==> config.mk <==
export PLATFORM = sky130hd
export DESIGN_NAME = aee_event_data_encoder
export DESIGN_NICKNAME = d
export VERILOG_FILES = /design/src/verilog/aee_pkg.sv /design/src/verilog/aee_event_data_encoder.sv
export SDC_FILE = /design/constraint.sdc
export NUM_CORES = 1
export LEC_CHECK = 0
export ABC_CLOCK_PERIOD_IN_PS = 9400
export BUFFER_PORTS_ARGS = -buffer_cell sky130_fd_sc_hd__buf_2
export CORE_ASPECT_RATIO = 2
export CORE_MARGIN = 8
export CORE_UTILIZATION = 45
export CTS_BUF_LIST = sky130_fd_sc_hd__clkbuf_8
export CTS_CLUSTER_SIZE = 40
export DETAILED_ROUTE_END_ITERATION = 6
export PLACE_DENSITY = 0.66
export SKIP_CTS_REPAIR_TIMING = 1
export SLEW_MARGIN = 10
export SYNTH_ARGS = -nofsm -noshare
export SYNTH_HDL_FRONTEND = slang
export SYNTH_SLANG_ARGS = --single-unit
==> constraint.sdc <==
create_clock -name clock -period 9.4 [get_ports clock]
set_input_delay 0.94 -clock clock [delete_from_list [all_inputs] [get_ports clock]]
set_output_delay 0.94 -clock clock [all_outputs]
set_load 0.005 [all_outputs]
==> src/verilog/aee_pkg.sv <==
package aee_pkg;
    // channel counts and table slots (voltage slots first, then temperature)
    localparam int NUM_VOLT = 9;
    localparam int NUM_TEMP = 3;
    localparam int NUM_SLOT = NUM_VOLT + NUM_TEMP;

    // event status index map
    localparam logic [7:0] VOLT_IDX_FIRST = 8'h00;
    localparam logic [7:0] VOLT_IDX_LAST  = 8'h08;
    localparam logic [7:0] TEMP_IDX_FIRST = 8'h0C;
    localparam logic [7:0] TEMP_IDX_LAST  = 8'h0E;
    localparam logic [7:0] IDX_LIMIT      = 8'h14;
    localparam logic [7:0] SNUM_STEP      = 8'h01;  // sensor number = index + 1
    localparam logic [3:0] TEMP_SLOT_BASE = 4'h9;

    // record type fields
    localparam logic [7:0] SENSOR_TYPE_TEMP = 8'h01;
    localparam logic [7:0] EVT_TYPE_THRESH  = 8'h01;
    localparam logic [7:0] SENSOR_TYPE_VOLT = 8'h02;
    localparam logic [7:0] EVT_TYPE_GENERIC = 8'h07;
    localparam logic [7:0] SOURCE_TYPE      = 8'h68;

    // event offsets
    localparam logic [7:0] OFS_UC_HIGH  = 8'h09;
    localparam logic [7:0] OFS_UC_LOW   = 8'h08;
    localparam logic [7:0] OFS_UNC_HIGH = 8'h07;
    localparam logic [7:0] OFS_UNC_LOW  = 8'h06;
    localparam logic [7:0] OFS_LNC_HIGH = 8'h01;
    localparam logic [7:0] OFS_LNC_LOW  = 8'h00;
    localparam logic [7:0] OFS_V_CRIT   = 8'h02;
    localparam logic [7:0] OFS_V_MON    = 8'h07;

    // status codes and byte counts
    localparam logic [7:0] STAT_DEASSERT = 8'h02;
    localparam logic [7:0] STAT_ASSERT   = 8'h03;
    localparam logic [7:0] STAT_DISABLED = 8'h04;
    localparam logic [7:0] STAT_END      = 8'h07;
    localparam logic [7:0] BC_FULL       = 8'h0A;
    localparam logic [7:0] BC_SHORT      = 8'h02;

    // severities
    localparam logic [7:0] SEV_MONITOR = 8'h01;
    localparam logic [7:0] SEV_NONCRIT = 8'h08;
    localparam logic [7:0] SEV_CRIT    = 8'h10;

    localparam logic [15:0] INTERFACE_CODE = 16'h0024;

    // entity defaults per slot: core a, core b, inputs 0-3, 5v, standby, battery, temp 1-3
    localparam logic [7:0] ENT_ID_RST [NUM_SLOT] = '{8'h03, 8'h03, 8'h07, 8'h07, 8'h07, 8'h07,
                                                     8'h07, 8'h07, 8'h07, 8'h07, 8'h03, 8'h03};
    localparam logic [7:0] ENT_INST_RST [NUM_SLOT] = '{8'h01, 8'h02, 8'h01, 8'h02, 8'h03, 8'h04,
                                                       8'h05, 8'h06, 8'h07, 8'h01, 8'h01, 8'h02};
endpackage : aee_pkg

==> src/verilog/aee_event_data_encoder.sv <==
`timescale 1ns/1ps
// Behaviour
// (RL1) temperature records carry sensor type 01h and event type 01h
// (RL2) above upper threshold: offset 09h, asserted
// (RL3) rising into middle band: offset 07h
// (RL4) falling back into middle band: offset 06h, deasserted
// (RL5) below lower threshold: offset 00h, deasserted
// (RL6) temperature offsets 08h and 01h are never produced
// (RL7) every full record (byte count 0Ah) carries source type 68h
// (RL8) sensor device field is the address given by address resolution
// (RL9) temperature sensor numbers 0Dh-0Fh; 00h and FFh never used
// (RL10) programmable temperature entity ids, defaults 07h, 03h, 03h
// (RL11) programmable temperature entity instances, defaults 01h, 01h, 02h
// (RL12) temperature event status indices 0Ch, 0Dh, 0Eh
// (RL13) deasserted status 02h, asserted 03h, both with byte count 0Ah
// (RL14) index beyond last valid: status 07h, byte count 02h, transfer ends
// (RL15) temperature severity 01h low, 08h middle, 10h high
// (RL16) voltage records carry sensor type 02h and event type 07h
// (RL17) voltage out of limits: offset 02h asserted; within: 07h deasserted
// (RL18) voltage sensor numbers 01h-09h in fixed channel order
// (RL19) voltage event status indices 00h-08h in the same order
// (RL20) programmable voltage entity ids, defaults 03h cores, 07h board inputs
// (RL21) voltage entity instances default 01h, 02h cores, 01h-07h board inputs
// (RL22) voltage severity 01h within limits, 10h beyond
// (RL23) status request returns device identifier and interface code 0024h
// (RL24) record chosen by requested index from current comparison state
module aee_event_data_encoder
    import aee_pkg::*;
#(
    parameter logic [15:0] VENDOR_ID = 16'h1234,  // arbitrary value
    parameter logic [15:0] DEVICE_ID = 16'h5678   // arbitrary value
) (
    input  wire logic                clock,             // 100 MHz system clock
    input  wire logic                sys_rst,           // async reset, active high
    input  wire logic                req_valid,         // record request pulse
    input  wire logic [7:0]          req_index,         // requested event status index
    input  wire logic [NUM_TEMP-1:0] temp_above_upper,  // temp over upper threshold
    input  wire logic [NUM_TEMP-1:0] temp_above_lower,  // temp over lower threshold
    input  wire logic [NUM_VOLT-1:0] volt_out_of_limit, // voltage beyond either limit
    input  wire logic [7:0]          arp_address,       // address from address resolution
    input  wire logic                cfg_we,            // entity write strobe
    input  wire logic [7:0]          cfg_index,         // event status index to program
    input  wire logic [7:0]          cfg_entity_id,     // new entity id
    input  wire logic [7:0]          cfg_entity_inst,   // new entity instance
    input  wire logic                status_req,        // identity request pulse
    output logic                     rsp_valid,         // record valid pulse
    output logic [7:0]               rsp_status,        // event status code
    output logic [7:0]               rsp_byte_count,    // response byte count
    output logic [7:0]               rsp_sensor_type,   // event sensor type
    output logic [7:0]               rsp_event_type,    // event type
    output logic [7:0]               rsp_event_offset,  // event offset
    output logic [7:0]               rsp_source_type,   // event source type
    output logic [7:0]               rsp_sensor_device, // sensor device address
    output logic [7:0]               rsp_sensor_number, // sensor number
    output logic [7:0]               rsp_entity_id,     // entity id
    output logic [7:0]               rsp_entity_inst,   // entity instance
    output logic [7:0]               rsp_severity,      // event severity
    output logic                     status_valid,      // identity valid pulse
    output logic [15:0]              status_vendor_id,  // vendor id
    output logic [15:0]              status_device_id,  // device id
    output logic [15:0]              status_interface   // protocol interface code
);

    // maps an event status index to a table slot; bit 4 flags a covered sensor
    function automatic logic [4:0] slot_of(input logic [7:0] idx);
        logic [7:0] tmp;
        tmp = 8'(idx - TEMP_IDX_FIRST);
        if (idx <= VOLT_IDX_LAST) begin
            slot_of = {1'b1, idx[3:0]};                           // see (RL19)
        end else if (idx >= TEMP_IDX_FIRST && idx <= TEMP_IDX_LAST) begin
            slot_of = {1'b1, 4'(TEMP_SLOT_BASE + tmp[3:0])};     // see (RL12)
        end else begin
            slot_of = 5'h00;
        end
    endfunction : slot_of

    logic [7:0]          ent_id   [NUM_SLOT];
    logic [7:0]          ent_inst [NUM_SLOT];
    logic [7:0]          next_ent_id   [NUM_SLOT];
    logic [7:0]          next_ent_inst [NUM_SLOT];
    logic [NUM_TEMP-1:0] from_above;
    logic [NUM_TEMP-1:0] next_from_above;
    logic [4:0]          cfg_slot;

    // entity table: software may retarget a sensor to another entity
    assign cfg_slot = slot_of(cfg_index);
    always_comb begin
        for (int s = 0; s < NUM_SLOT; s++) begin
            next_ent_id[s]   = ent_id[s];
            next_ent_inst[s] = ent_inst[s];
        end
        if (cfg_we && cfg_slot[4]) begin   // see (RL10) see (RL20)
            next_ent_id[cfg_slot[3:0]]   = cfg_entity_id;
            next_ent_inst[cfg_slot[3:0]] = cfg_entity_inst;   // see (RL11)
        end
    end

    always_ff @(posedge clock or posedge sys_rst) begin
        if (sys_rst) begin
            for (int s = 0; s < NUM_SLOT; s++) begin
                ent_id[s]   <= ENT_ID_RST[s];     // see (RL10) see (RL20)
                ent_inst[s] <= ENT_INST_RST[s];   // see (RL11) see (RL21)
            end
        end else begin
            for (int s = 0; s < NUM_SLOT; s++) begin
                ent_id[s]   <= next_ent_id[s];
                ent_inst[s] <= next_ent_inst[s];
            end
        end
    end

    // direction memory: remembers whether the middle band was entered from above,
    // so the going-low offset is chosen without needing a second comparison
    always_comb begin
        for (int t = 0; t < NUM_TEMP; t++) begin
            if (temp_above_upper[t]) begin
                next_from_above[t] = 1'b1;
            end else if (!temp_above_lower[t]) begin
                next_from_above[t] = 1'b0;
            end else begin
                next_from_above[t] = from_above[t];
            end
        end
    end

    always_ff @(posedge clock or posedge sys_rst) begin
        if (sys_rst) begin
            from_above <= '0;
        end else begin
            from_above <= next_from_above;
        end
    end

    logic [7:0] next_status, next_bc, next_stype, next_etype, next_ofs;
    logic [7:0] next_src, next_dev, next_snum, next_eid, next_einst, next_sev;
    logic [4:0] req_slot;
    logic [1:0] tch;

    // record assembly from the live comparison state of the selected sensor
    assign req_slot = slot_of(req_index);
    assign tch      = 2'(req_slot[3:0] - TEMP_SLOT_BASE);
    always_comb begin
        next_status = STAT_END;
        next_bc     = BC_SHORT;
        next_stype  = 8'h00;
        next_etype  = 8'h00;
        next_ofs    = 8'h00;
        next_src    = 8'h00;
        next_dev    = 8'h00;
        next_snum   = 8'h00;
        next_eid    = 8'h00;
        next_einst  = 8'h00;
        next_sev    = 8'h00;
        if (req_index > IDX_LIMIT) begin
            next_status = STAT_END;                              // see (RL14)
            next_bc     = BC_SHORT;
        end else if (!req_slot[4]) begin
            // sensors outside this block answer short so the walk can continue
            next_status = STAT_DISABLED;
            next_bc     = BC_SHORT;
        end else begin
            next_bc    = BC_FULL;                                // see (RL13)
            next_src   = SOURCE_TYPE;                            // see (RL7)
            next_dev   = arp_address;                            // see (RL8)
            next_snum  = 8'(req_index + SNUM_STEP);              // see (RL9) see (RL18)
            next_eid   = ent_id[req_slot[3:0]];                  // see (RL24)
            next_einst = ent_inst[req_slot[3:0]];
            if (req_slot[3:0] < TEMP_SLOT_BASE) begin
                next_stype = SENSOR_TYPE_VOLT;                   // see (RL16)
                next_etype = EVT_TYPE_GENERIC;
                if (volt_out_of_limit[req_slot[3:0]]) begin
                    next_ofs    = OFS_V_CRIT;                    // see (RL17)
                    next_status = STAT_ASSERT;
                    next_sev    = SEV_CRIT;                      // see (RL22)
                end else begin
                    next_ofs    = OFS_V_MON;
                    next_status = STAT_DEASSERT;
                    next_sev    = SEV_MONITOR;
                end
            end else begin
                next_stype = SENSOR_TYPE_TEMP;                   // see (RL1)
                next_etype = EVT_TYPE_THRESH;
                // only four offsets are reachable here, the two reserved ones never are
                if (temp_above_upper[tch]) begin
                    next_ofs    = OFS_UC_HIGH;                   // see (RL2) see (RL6)
                    next_status = STAT_ASSERT;
                    next_sev    = SEV_CRIT;                      // see (RL15)
                end else if (!temp_above_lower[tch]) begin
                    next_ofs    = OFS_LNC_LOW;                   // see (RL5)
                    next_status = STAT_DEASSERT;
                    next_sev    = SEV_MONITOR;
                end else if (from_above[tch]) begin
                    next_ofs    = OFS_UNC_LOW;                   // see (RL4)
                    next_status = STAT_DEASSERT;
                    next_sev    = SEV_NONCRIT;
                end else begin
                    next_ofs    = OFS_UNC_HIGH;                  // see (RL3)
                    next_status = STAT_ASSERT;
                    next_sev    = SEV_NONCRIT;
                end
            end
        end
    end

    // response registers: fields load only on a request and hold until the next
    always_ff @(posedge clock or posedge sys_rst) begin
        if (sys_rst) begin
            rsp_valid         <= 1'b0;
            rsp_status        <= 8'h00;
            rsp_byte_count    <= 8'h00;
            rsp_sensor_type   <= 8'h00;
            rsp_event_type    <= 8'h00;
            rsp_event_offset  <= 8'h00;
            rsp_source_type   <= 8'h00;
            rsp_sensor_device <= 8'h00;
            rsp_sensor_number <= 8'h00;
            rsp_entity_id     <= 8'h00;
            rsp_entity_inst   <= 8'h00;
            rsp_severity      <= 8'h00;
        end else begin
            rsp_valid <= req_valid;
            if (req_valid) begin
                rsp_status        <= next_status;
                rsp_byte_count    <= next_bc;
                rsp_sensor_type   <= next_stype;
                rsp_event_type    <= next_etype;
                rsp_event_offset  <= next_ofs;
                rsp_source_type   <= next_src;
                rsp_sensor_device <= next_dev;
                rsp_sensor_number <= next_snum;
                rsp_entity_id     <= next_eid;
                rsp_entity_inst   <= next_einst;
                rsp_severity      <= next_sev;
            end
        end
    end

    // identity answer; the three id outputs hold after a request so a late read still sees them, status_valid is a pulse
    always_ff @(posedge clock or posedge sys_rst) begin
        if (sys_rst) begin
            status_valid     <= 1'b0;
            status_vendor_id <= 16'h0000;
            status_device_id <= 16'h0000;
            status_interface <= 16'h0000;
        end else begin
            status_valid <= status_req;
            if (status_req) begin
                status_vendor_id <= VENDOR_ID;
                status_device_id <= DEVICE_ID;
                status_interface <= INTERFACE_CODE;              // see (RL23)
            end
        end
    end

    // any temperature request, so the over-upper and middle band checks follow whichever channel is walked
    logic req_temp;
    assign req_temp = req_valid && req_index >= TEMP_IDX_FIRST && req_index <= TEMP_IDX_LAST;
endmodule : aee_event_data_encoder

==> results.sh, run 1 <==
export IMPL_slew_viol_final=0
export IMPL_setup_viol=0
export IMPL_placementRows=86
export IMPL_crit_top_cell="buf_4"
export IMPL_post_route_min_period_ns=5.05
export IMPL_period_share_pct=53.8
export IMPL_antenna_found_initial=1
export IMPL_ys_ff_latch=244
export IMPL_portBuffers=128
export IMPL_cts_htree_levels=2
export IMPL_die_y_um=251
export IMPL_dr_pass1_iters=5
export IMPL_crit_chain="buf_2 -> buf_4 -> inv_1 -> ha_1 -> nand2b_1 -> a31o_2 -> nor2_2 -> buf_4 -> inv_2 -> buf_4 -> ha_1 -> nand2b_1 -> a21oi_1 -> a31oi_1 -> o311ai_1 -> and2_1 -> a32o_1"
export IMPL_wl_met1_um=12000
export IMPL_dpl_cell_area_mm2=0.0129
export IMPL_endpoint_kind="flop"
export IMPL_hold_start="rsp_byte_count[1]$_DFFE_PP0P_"
export IMPL_synth_ff_type="dfrtp_1"
export IMPL_die_area_mm2=0.0336
export IMPL_wl_um=32000
export IMPL_slowest_stage="inv_1"
export IMPL_reg2reg_to="rsp_entity_id[3]$_DFFE_PP0P_"
export IMPL_power_mw=2.20
export IMPL_tns_ns=0
export IMPL_clk_pin_slew_worst_paths_ns=0.07
export IMPL_finalInstanceArea_mm2=0.0137
export IMPL_yosysTopAreaCellShare_pct=39.1
export IMPL_start_kind="input port"
export IMPL_clkPwrFrac_pct=39.0
export IMPL_dp_cells=1465
export IMPL_area_growth_pct=9.47
export IMPL_path_delay_family="buffers and inverters"
export IMPL_layout_drive_gt1_share_pct=39.7
export IMPL_grt_pass1_vias=9137
export IMPL_p_switching_mw=0.550
export IMPL_grt_max_degree=115
export IMPL_via_per_inst=5.85
export IMPL_cp_arrival_ns=5.46
export IMPL_initial_core_util_pct=45.4
export IMPL_cts_buffers=34
export IMPL_netlist_top_cells_area="dfrtp_1 39%, mux2_2 17%, dfstp_2 10%, buf_4 5.4%, a22o_1 2.8%"
export IMPL_r2r_slack_ns=7.80
export IMPL_drv_cap=0
export IMPL_synth_cell_type_count=71
export IMPL_hold_violations=0
export IMPL_layout_common_cells="195 x dfrtp_1, 192 x mux2_2, 128 x buf_2"
export IMPL_wl_met2_um=16600
export IMPL_min_path_cells=1
export IMPL_finalClockSkew_ns=0.00981
export IMPL_dp_hpwl_um=22800
export IMPL_groute_usage_overall_pct=18.8
export IMPL_cts_tree="built"
export IMPL_gp_congestion=0.857
export IMPL_crit_fanout=43
export IMPL_ioPinCount=198
export IMPL_leakagePower_nw=6.40
export IMPL_p_seq_share_pct=51.5
export IMPL_ir_drop_uv=83.3
export IMPL_clock_fmax_ghz=0.198
export IMPL_critPathMaxStageDelay_ns=0.61
export IMPL_ys_async_sr_fraction_pct=100
export IMPL_slew_headroom_pct=28.1
export IMPL_grt_overflow=0
export IMPL_syn_inst=1078
export IMPL_cp_num_buf_inv=6
export IMPL_wire_per_inst_um=21.0
export IMPL_synth_area_mm2=0.0125
export IMPL_critPathKind="input port to flop"
export IMPL_syn_avg_cell_area_um2=11.6
export IMPL_clockRootBuffer="clkbuf_8"
export IMPL_utilization_pct=49.8
export IMPL_rr_worst_depth=5
export IMPL_die_w_um=134
export IMPL_synth_top_area_cell="dfrtp_1"
export IMPL_coreArea_mm2=0.0274
export IMPL_status="completed"
export IMPL_vias=8933
export IMPL_ant_nets=0
export IMPL_cts_sinks=244
export IMPL_yosysSeqAreaShare_pct=49.5
export IMPL_swShare_pct=25.0
export IMPL_r2r_start="ent_id[11]$_DFFE_PP0P_"
export IMPL_comb_power_share_pct=9.5
export IMPL_top_layer="met4"
export IMPL_clk_latency_ns=0.52
export IMPL_final_common_cell="dfrtp_1"
export IMPL_p_int_mw=1.65
export IMPL_synth_edf_count=0
export IMPL_stdcell_count=1528
export IMPL_route_detailed_drc=0
export IMPL_required_ns=9.80
export IMPL_routed_wl_met3_um=2210
export IMPL_cts_path_max_buffers=3
export IMPL_finalNetCount=1214
export IMPL_worstMarginPinSlew_ns=1.08
export IMPL_grt_setup_unrepaired="false"
export IMPL_ys_warn_count=0
export IMPL_hold_path_class="flop to flop"
export IMPL_first_iter_violations=624
export IMPL_p_per_area_mw_per_mm2=161
export IMPL_whs_endpoint="rsp_byte_count[1]$_DFFE_PP0P_"
export IMPL_grt_pass1_wl_um=50800
==> metrics by stage <==
stage               hold WS (ns)  setup slack, ns
floorplan                  0.445             1.84
global placement           0.447             3.94
detailed placement         0.459             3.87
CTS                        0.478             4.41
global route               0.494             4.05
finish                     0.470             4.35
==> metal layers <==
| metal | track usage (%) | vias up |
|---|---|---|
| met5 | 0 | - |
| met3 | 3.33 | 89 |
| met4 | 9.29 | 0 |
| met2 | 33.5 | 356 |
| li1 | - | 3982 |
| met1 | 21.2 | 4506 |
==> power groups by stage <==
stage | Sequential (mW) | Clock (mW) | Combinational (mW)
floorplan | 1.15 | 0 | 0.167
global placement | 1.15 | 0 | 0.203
detailed placement | 1.15 | 0 | 0.208
CTS | 1.13 | 0.887 | 0.209
global route | 1.14 | 0.927 | 0.230
finish | 1.14 | 0.859 | 0.208
==> worst max-delay path by stage <==
stage	slack, ns	end	depth (start not counted)	start
final	4.35	rsp_event_offset[0]$_DFFE_PP0P_	17	req_index[0]
after global routing	4.05	rsp_event_offset[0]$_DFFE_PP0P_	17	req_index[0]
after CTS	4.41	rsp_event_offset[0]$_DFFE_PP0P_	17	req_index[0]
after detailed placement	3.87	rsp_event_offset[0]$_DFFE_PP0P_	17	req_index[0]
after global placement	3.94	rsp_event_offset[0]$_DFFE_PP0P_	17	req_index[0]
after floorplan	1.84	ent_id[10]$_DFFE_PP0P_	1	sys_rst
==> kinds of logic (layout without fill, tap and decap cells) <==
| kind of cell | after synthesis | in the layout | share of synthesized area (%) |
|---|---|---|---|
| buffers and inverters | 190 | 219 | 8.81 |
| other | 1 | 70 | 0.0301 |
| muxes | 194 | 194 | 17.5 |
| DFF | 244 | 244 | 49.5 |
| adders and majority gates | 5 | 5 | 0.502 |
| xor gates and xnor gates | 3 | 3 | 0.211 |
| AOI/OAI and AO/OA | 241 | 241 | 15.8 |
| and+or+nand+nor | 200 | 200 | 7.70 |
==> synth_stat cells, drive strengths merged, types with 3 or more instances <==
master and count:
nand3 10, a22o 40, o2bb2ai 4, o211ai 5, nor2 41, a311oi 14
o32ai 10, or2 3, dfstp 49, o22ai 19, a21oi 35, nand2 84
a211oi 10, nand2b 10, a2bb2oi 10, dfrtp 195, mux2 192, a21o 6
a32o 4, clkbuf 53, buf 121, nor3 18, and3 9, a2111o 14
nor4 4, and2 3, inv 16, a221oi 14, nor2b 4, o21ai 15
or4 3, ha 5, a222oi 25, nand4 5
==> sequential cells by signal (all words and copies together), names as in the netlist <==
register           flops
ent_id                96
rsp_event_offset       4
rsp_entity_id          8
rsp_event_type         2
rsp_entity_inst        8
rsp_valid              1
status_valid           1
rsp_byte_count         1
status_interface       1
rsp_sensor_number      8
ent_inst              96
from_above             3
rsp_status             3
rsp_sensor_device      8
rsp_severity           3
rsp_sensor_type        1
==> final cells by class <==
class	count	area, µm²
inverters	16	67.6
fillers	2466	13800
repair buffers	141	738
clock inverters	17	103
diodes	1	2.50
multi-input cells	712	5510
well taps	352	440
clock buffers	45	619
flip-flops and latches	244	6170
(Power assumes the default switching activity.)
==> inputs of run 2 (changes only) <==
ABC_AREA = 1   (was default)
ABC_CLOCK_PERIOD_IN_PS = 4800   (was 9400)
clock period = 4.8 ns   (was 9.4 ns; I/O delays follow)
==> run 2 against run 1 <==
Compared with the run above: register-to-register slack worse by 4.2 ns; utilization grew 0.40 points; hold slack worse by 0.48 ns; combinational power grew 66%; global-route usage grew 2.2 points; critical endpoint is now rsp_severity[0]$_DFFE_PP0P_; routed wire length increased by 5.3%; non-clock buffer count rose by 4; sequential share of layout area increased by 1.8 points; the flow now finishes with violations (hold timing); sequential power grew 89%; via count increased by 13%; largest cell class unchanged; die area shrank 3.8%; synthesized area decreased by 4.2%.
==> results.sh, run 2 <==
export IMPL_status="finished, violations left"
export IMPL_violations="hold timing"
export IMPL_ant_nets=0
export IMPL_clockRootBuffer="clkbuf_8"
export IMPL_groute_usage_overall_pct=21.0
export IMPL_route_detailed_drc=0
export IMPL_grt_max_degree=116
export IMPL_ys_warn_count=0
export IMPL_ys_ff_latch=244
export IMPL_slowest_stage="inv_2"
export IMPL_leakagePower_nw=6.55
export IMPL_setup_viol=0
export IMPL_wl_met2_um=17200
export IMPL_power_mw=4.12
export IMPL_cts_tree="built"
export IMPL_gp_congestion=0.841
export IMPL_via_per_inst=5.25
export IMPL_synth_ff_type="dfrtp_1"
export IMPL_routed_wl_met3_um=2230
export IMPL_syn_avg_cell_area_um2=8.13
export IMPL_cp_arrival_ns=3.63
export IMPL_vias=10082
export IMPL_clk_latency_ns=0.52
export IMPL_cp_startpoint="req_index[0]"
export IMPL_p_per_area_mw_per_mm2=314
export IMPL_grt_overflow=0
export IMPL_tns_ns=0
export IMPL_crit_fanout=43
export IMPL_crit_top_cell="nand2_1"
export IMPL_wl_met1_um=13000
export IMPL_reg2reg_to="rsp_status[0]$_DFFE_PP0P_"
export IMPL_r2r_start="from_above[0]$_DFFE_PP0P_"
export IMPL_start_kind="input port"
export IMPL_cts_path_max_buffers=3
export IMPL_clock_fmax_ghz=0.311
export IMPL_hold_slack_ns=-0.00951
export IMPL_area_growth_pct=9.85
export IMPL_wire_per_inst_um=17.6
export IMPL_cts_sinks=244
export IMPL_synth_top_area_cell="dfrtp_1"
export IMPL_critPathKind="input port to flop"
export IMPL_worstMarginPinSlew_ns=1.21
export IMPL_ys_async_sr_fraction_pct=100
export IMPL_post_route_min_period_ns=3.21
export IMPL_finalClockSkew_ns=0.00988
export IMPL_drv_cap=0
export IMPL_crit_chain="buf_2 -> inv_1 -> ha_1 -> nand2_1 -> nand2_1 -> nand2_2 -> nand2_4 -> nand3_2 -> inv_2 -> nand3_1 -> nand3_1 -> nand3_1 -> nand2_1 -> nand2_1 -> nand3_1 -> nand2_1"
export IMPL_syn_inst=1470
export IMPL_cts_buffers=35
export IMPL_cts_htree_levels=2
export IMPL_first_iter_violations=756
export IMPL_rr_worst_depth=9
export IMPL_grt_pass1_wl_um=55000
export IMPL_layout_common_cells="455 x nand2_1, 207 x o21ai_0, 195 x dfrtp_1"
export IMPL_grt_pass1_vias=10128
export IMPL_ioPinCount=198
export IMPL_critPathMaxStageDelay_ns=0.97
export IMPL_die_y_um=246
export IMPL_synth_area_mm2=0.0119
export IMPL_endpoint_kind="flop"
export IMPL_placementRows=84
export IMPL_hold_violations=12
export IMPL_grt_setup_unrepaired="false"
export IMPL_synth_cell_type_count=38
export IMPL_yosysSeqAreaShare_pct=51.6
export IMPL_antenna_found_initial=1
export IMPL_period_share_pct=67.0
export IMPL_die_w_um=131
export IMPL_dr_pass1_iters=5
export IMPL_portBuffers=128
export IMPL_num_fill_cells=2513
export IMPL_layout_drive_gt1_share_pct=17.5
export IMPL_utilization_pct=50.2
export IMPL_required_ns=5.21
export IMPL_crit_path_end="rsp_severity[0]$_DFFE_PP0P_"
export IMPL_dp_hpwl_um=21700
export IMPL_clk_pin_slew_worst_paths_ns=0.07
export IMPL_yosysTopAreaCellShare_pct=40.8
export IMPL_die_area_mm2=0.0323
export IMPL_slew_headroom_pct=19.1
export IMPL_synth_most_common_cell="nand2_1"
export IMPL_top_layer="met4"
export IMPL_wl_um=33700
export IMPL_netlist_top_cells_area="dfrtp_1 41%, nand2_1 14%, dfstp_2 11%, o21ai_0 8.7%, nand3_1 6.2%"
export IMPL_finalNetCount=1615
export IMPL_hold_path_class="input port to asynchronous set/reset pin"
export IMPL_final_common_cell="nand2_1"
export IMPL_coreArea_mm2=0.0262
export IMPL_synth_edf_count=0
export IMPL_initial_core_util_pct=45.7
export IMPL_ir_drop_uv=137
export IMPL_r2r_slack_ns=3.57
export IMPL_slew_viol_final=0
export IMPL_ys_top_cells_by_count="455 x nand2_1, 207 x o21ai_0, 195 x dfrtp_1, 147 x nand3_1, 92 x buf_4"
export IMPL_top_regs="ent_id x96, ent_inst x96"
[run 2: how the worst min path moves through the flow]
stage / depth (start not counted) / startpoint / slack, ns / to
after floorplan: 2 / ent_id[7]$_DFFE_PP0P_ / 0.45 / ent_id[7]$_DFFE_PP0P_
after global placement: 1 / rsp_byte_count[1]$_DFFE_PP0P_ / 0.45 / rsp_byte_count[1]$_DFFE_PP0P_
after detailed placement: 2 / rsp_entity_id[6]$_DFFE_PP0P_ / 0.46 / rsp_entity_id[6]$_DFFE_PP0P_
after CTS: 2 / sys_rst / -0.02 / ent_inst[4]$_DFFE_PP0P_
after global routing: 2 / sys_rst / 0.008 / rsp_entity_inst[5]$_DFFE_PP0P_
final: 2 / sys_rst / -0.01 / ent_inst[0]$_DFFE_PP0P_
[run 2: cells by family (layout without fill, tap and decap cells)]
| logic type | count (synthesis) | in the layout | synth area share, % |
|---|---|---|---|
| DFF | 244 | 244 | 51.6 |
| xor gates and xnor gates | 3 | 3 | 0.220 |
| adders and majority gates | 5 | 5 | 0.524 |
| and+or+nand+nor | 652 | 652 | 22.8 |
| buffers and inverters | 260 | 297 | 11.5 |
| other | 1 | 70 | 0.0314 |
| AOI/OAI and AO/OA | 305 | 305 | 13.3 |
[run 2: report_power, final]
group          switching, mW  internal [mW]
Sequential            0.0280           2.12
Combinational          0.232          0.114
Clock                  0.784          0.846
Total                   1.04           3.08
[run 2: worst max-delay path: cells and delay by family]
family        cells  cell delay (ns)
simple gates     12             1.74
buf+inv           3             1.21
fa+ha+maj         1             0.19
[run 2: area by class of cell]
| type | count | area [µm²] | area share (%) |
|---|---|---|---|
| clock buffer | 45 | 619 | 4.72 |
| antenna | 1 | 2.50 | 0.0191 |
| timing repair buffer | 145 | 818 | 6.23 |
| clock inverter | 17 | 77.6 | 0.591 |
| sequential | 244 | 6170 | 47.0 |
| inverter | 90 | 342 | 2.60 |
| tap | 344 | 430 | 3.28 |
| multi-input combinational | 1034 | 4670 | 35.6 |
[run 2: routing by layer]
layer  vias to the layer above  GRT usage (%)
met3                        82           3.79
met5                         -              0
met2                       401           37.5
met1                      4820           23.7
met4                         0           10.0
li1                       4779              -
[run 2: stage by stage]
stage	instance area [µm²]	std cells	setup WS, ns
global placement	12400	1857	1.07
detailed placement	12400	1857	1.04
finish	13100	1920	1.59
global route	13100	1920	1.28
CTS	13100	1919	1.59
floorplan	12200	1538	1.16
==> inputs of run 3 (changes only) <==
ABC_AREA = 0   (was 1)
ABC_CLOCK_PERIOD_IN_PS = 2800   (was 4800)
PLACE_DENSITY = 0.68   (was 0.66)
clock period = 2.8 ns   (was 4.8 ns; I/O delays follow)
==> run 3 against run 2 <==
Compared with the run above: the flow finishes with violations (DRC); critical path depth down 5; power increased by 77%; non-clock buffer count up 66; highest routed layer unchanged.
==> results.sh, run 3 (synthesis gave the netlist of run 1 again) <==
export IMPL_dr_pass1_iters=7
export IMPL_cts_htree_levels=2
export IMPL_route_detailed_drc=2
export IMPL_required_ns=3.26
export IMPL_slew_viol_final=0
export IMPL_clockRootBuffer="clkbuf_8"
export IMPL_groute_usage_overall_pct=20.7
export IMPL_utilization_pct=52.3
export IMPL_p_per_area_mw_per_mm2=507
export IMPL_cp_arrival_ns=2.87
export IMPL_cts_path_max_buffers=3
export IMPL_critPathKind="input port to flop"
export IMPL_comb_power_share_pct=11.1
export IMPL_die_y_um=251
export IMPL_num_fill_cells=2435
export IMPL_ant_nets=0
export IMPL_grt_pass1_wl_um=55000
export IMPL_finalNetCount=1285
export IMPL_slowest_stage="nor4_1"
export IMPL_wl_um=35200
export IMPL_die_area_mm2=0.0336
export IMPL_placementRows=86
export IMPL_r2r_start="ent_id[10]$_DFFE_PP0P_"
export IMPL_clk_pin_slew_worst_paths_ns=0.07
export IMPL_top_regs="ent_id x96, ent_inst x96"
export IMPL_crit_chain="buf_2 -> or4_1 -> buf_4 -> a21oi_2 -> buf_4 -> a211oi_1 -> nor4_1 -> nor4_1 -> buf_4 -> nand2_1 -> a32o_1"
export IMPL_p_seq_share_pct=52.4
export IMPL_clk_latency_ns=0.55
export IMPL_slew_headroom_pct=44.7
export IMPL_reg2reg_to="rsp_entity_id[2]$_DFFE_PP0P_"
export IMPL_finalClockSkew_ns=0.0380
export IMPL_rr_worst_depth=5
export IMPL_violations="DRC"
export IMPL_vias=9294
export IMPL_wire_per_inst_um=22.0
export IMPL_clkPwrFrac_pct=36.5
export IMPL_p_int_mw=5.39
export IMPL_grt_pass1_vias=9661
export IMPL_regArea_mm2=0.00617
export IMPL_setup_ws_ns=0.390
export IMPL_layout_drive_gt1_share_pct=42.5
export IMPL_critPathMaxStageDelay_ns=0.58
export IMPL_clock_fmax_ghz=0.415
export IMPL_area_growth_pct=15.1
export IMPL_whs_endpoint="from_above[2]$_DFFE_PP0P_"
export IMPL_cts_tree="built"
export IMPL_gp_congestion=0.941
export IMPL_endpoint_kind="flop"
export IMPL_multi_input_area_mm2=0.00557
export IMPL_drv_cap=0
export IMPL_crit_fanout=12
export IMPL_r2r_slack_ns=1.23
export IMPL_dp_hpwl_um=24500
export IMPL_p_switching_mw=1.89
export IMPL_stdcell_count=1599
export IMPL_antenna_found_initial=1
export IMPL_ioPinCount=198
export IMPL_period_share_pct=86.1
export IMPL_portBuffers=128
export IMPL_die_w_um=134
export IMPL_cts_sinks=244
export IMPL_hold_path_class="input port to flop"
export IMPL_ir_drop_uv=289
export IMPL_post_route_min_period_ns=2.41
export IMPL_grt_max_degree=49
export IMPL_start_kind="input port"
export IMPL_coreArea_mm2=0.0274
export IMPL_crit_top_cell="buf_4"
export IMPL_leakagePower_nw=6.76
export IMPL_status="finished, violations left"
export IMPL_via_per_inst=5.81
export IMPL_layout_common_cells="195 x dfrtp_1, 192 x mux2_2, 128 x buf_2"
export IMPL_setup_viol=0
export IMPL_final_common_cell="dfrtp_1"
export IMPL_grt_setup_unrepaired="false"
export IMPL_hold_start="temp_above_lower[2]"
export IMPL_worstMarginPinSlew_ns=0.827
export IMPL_dp_slack_ns=-0.0832
export IMPL_initial_core_util_pct=45.4
export IMPL_finalInstanceArea_mm2=0.0144
export IMPL_dp_cells=1521
export IMPL_swShare_pct=25.9
export IMPL_first_iter_violations=654
export IMPL_cts_buffers=35
export IMPL_dpl_cell_area_mm2=0.0136
export IMPL_grt_overflow=0
export IMPL_hold_violations=0
export IMPL_min_path_cells=2
[run 3: how the worst max path moves through the flow]
stage / startpoint / to / slack [ns] / cells after the start
2_1_floorplan: sys_rst / ent_id[10]$_DFFE_PP0P_ / -0.64 / 1
3_3_place_gp: req_index[4] / rsp_event_offset[2]$_DFFE_PP0P_ / -0.07 / 11
3_5_place_dp: req_index[4] / rsp_event_offset[2]$_DFFE_PP0P_ / -0.08 / 11
4_1_cts: req_index[4] / rsp_event_offset[2]$_DFFE_PP0P_ / 0.43 / 11
5_1_grt: req_index[4] / rsp_event_offset[2]$_DFFE_PP0P_ / 0.31 / 11
6_report: req_index[4] / rsp_event_offset[2]$_DFFE_PP0P_ / 0.39 / 11
[run 3: final cells by class]
cell class | instances | share of cell area [%]
flip-flops and latches | 244 | 43.0
diodes | 1 | 0.0174
clock buffers | 40 | 3.84
well taps | 352 | 3.07
inverters | 16 | 0.471
repair buffers | 211 | 10.1
multi-input cells | 712 | 38.8
clock inverters | 23 | 0.724
[run 3: routing by layer]
layer / track usage (%) / wire length [µm] / share of wire (%)
met1: 22.4 / 12800 / 36
met2: 37.7 / 18700 / 53
met3: 3.86 / 2270 / 6.5
met4: 9.94 / 1420 / 4.0
met5: 0 / 0 / 0
[run 3: power by group through the flow]
stage / logic, mW / clock network (mW) / registers (mW)
after global placement: 0.770 / 0 / 3.87
after detailed placement: 0.787 / 0 / 3.88
final: 0.805 / 2.66 / 3.82
after floorplan: 0.579 / 0 / 3.85
after global routing: 0.881 / 2.89 / 3.83
after CTS: 0.791 / 2.76 / 3.81
[run 3: worst max-delay path, delay by kind of cell]
kind,cells,cell delay [ns]
simple gates,4,1.35
buf+inv,4,0.71
compound gates,3,0.52
[run 3: through the flow]
| stage | power (mW) | hold slack, ns | setup TNS (ns) |
|---|---|---|---|
| 2_1_floorplan | 4.43 | 0.311 | -125.59 |
| 3_3_place_gp | 4.64 | 0.401 | -0.144 |
| 3_5_place_dp | 4.66 | 0.405 | -0.166 |
| 4_1_cts | 7.36 | -0.151 | 0 |
| 5_1_grt | 7.61 | 0.00188 | 0 |
| 6_report | 7.28 | 0.00330 | 0 |
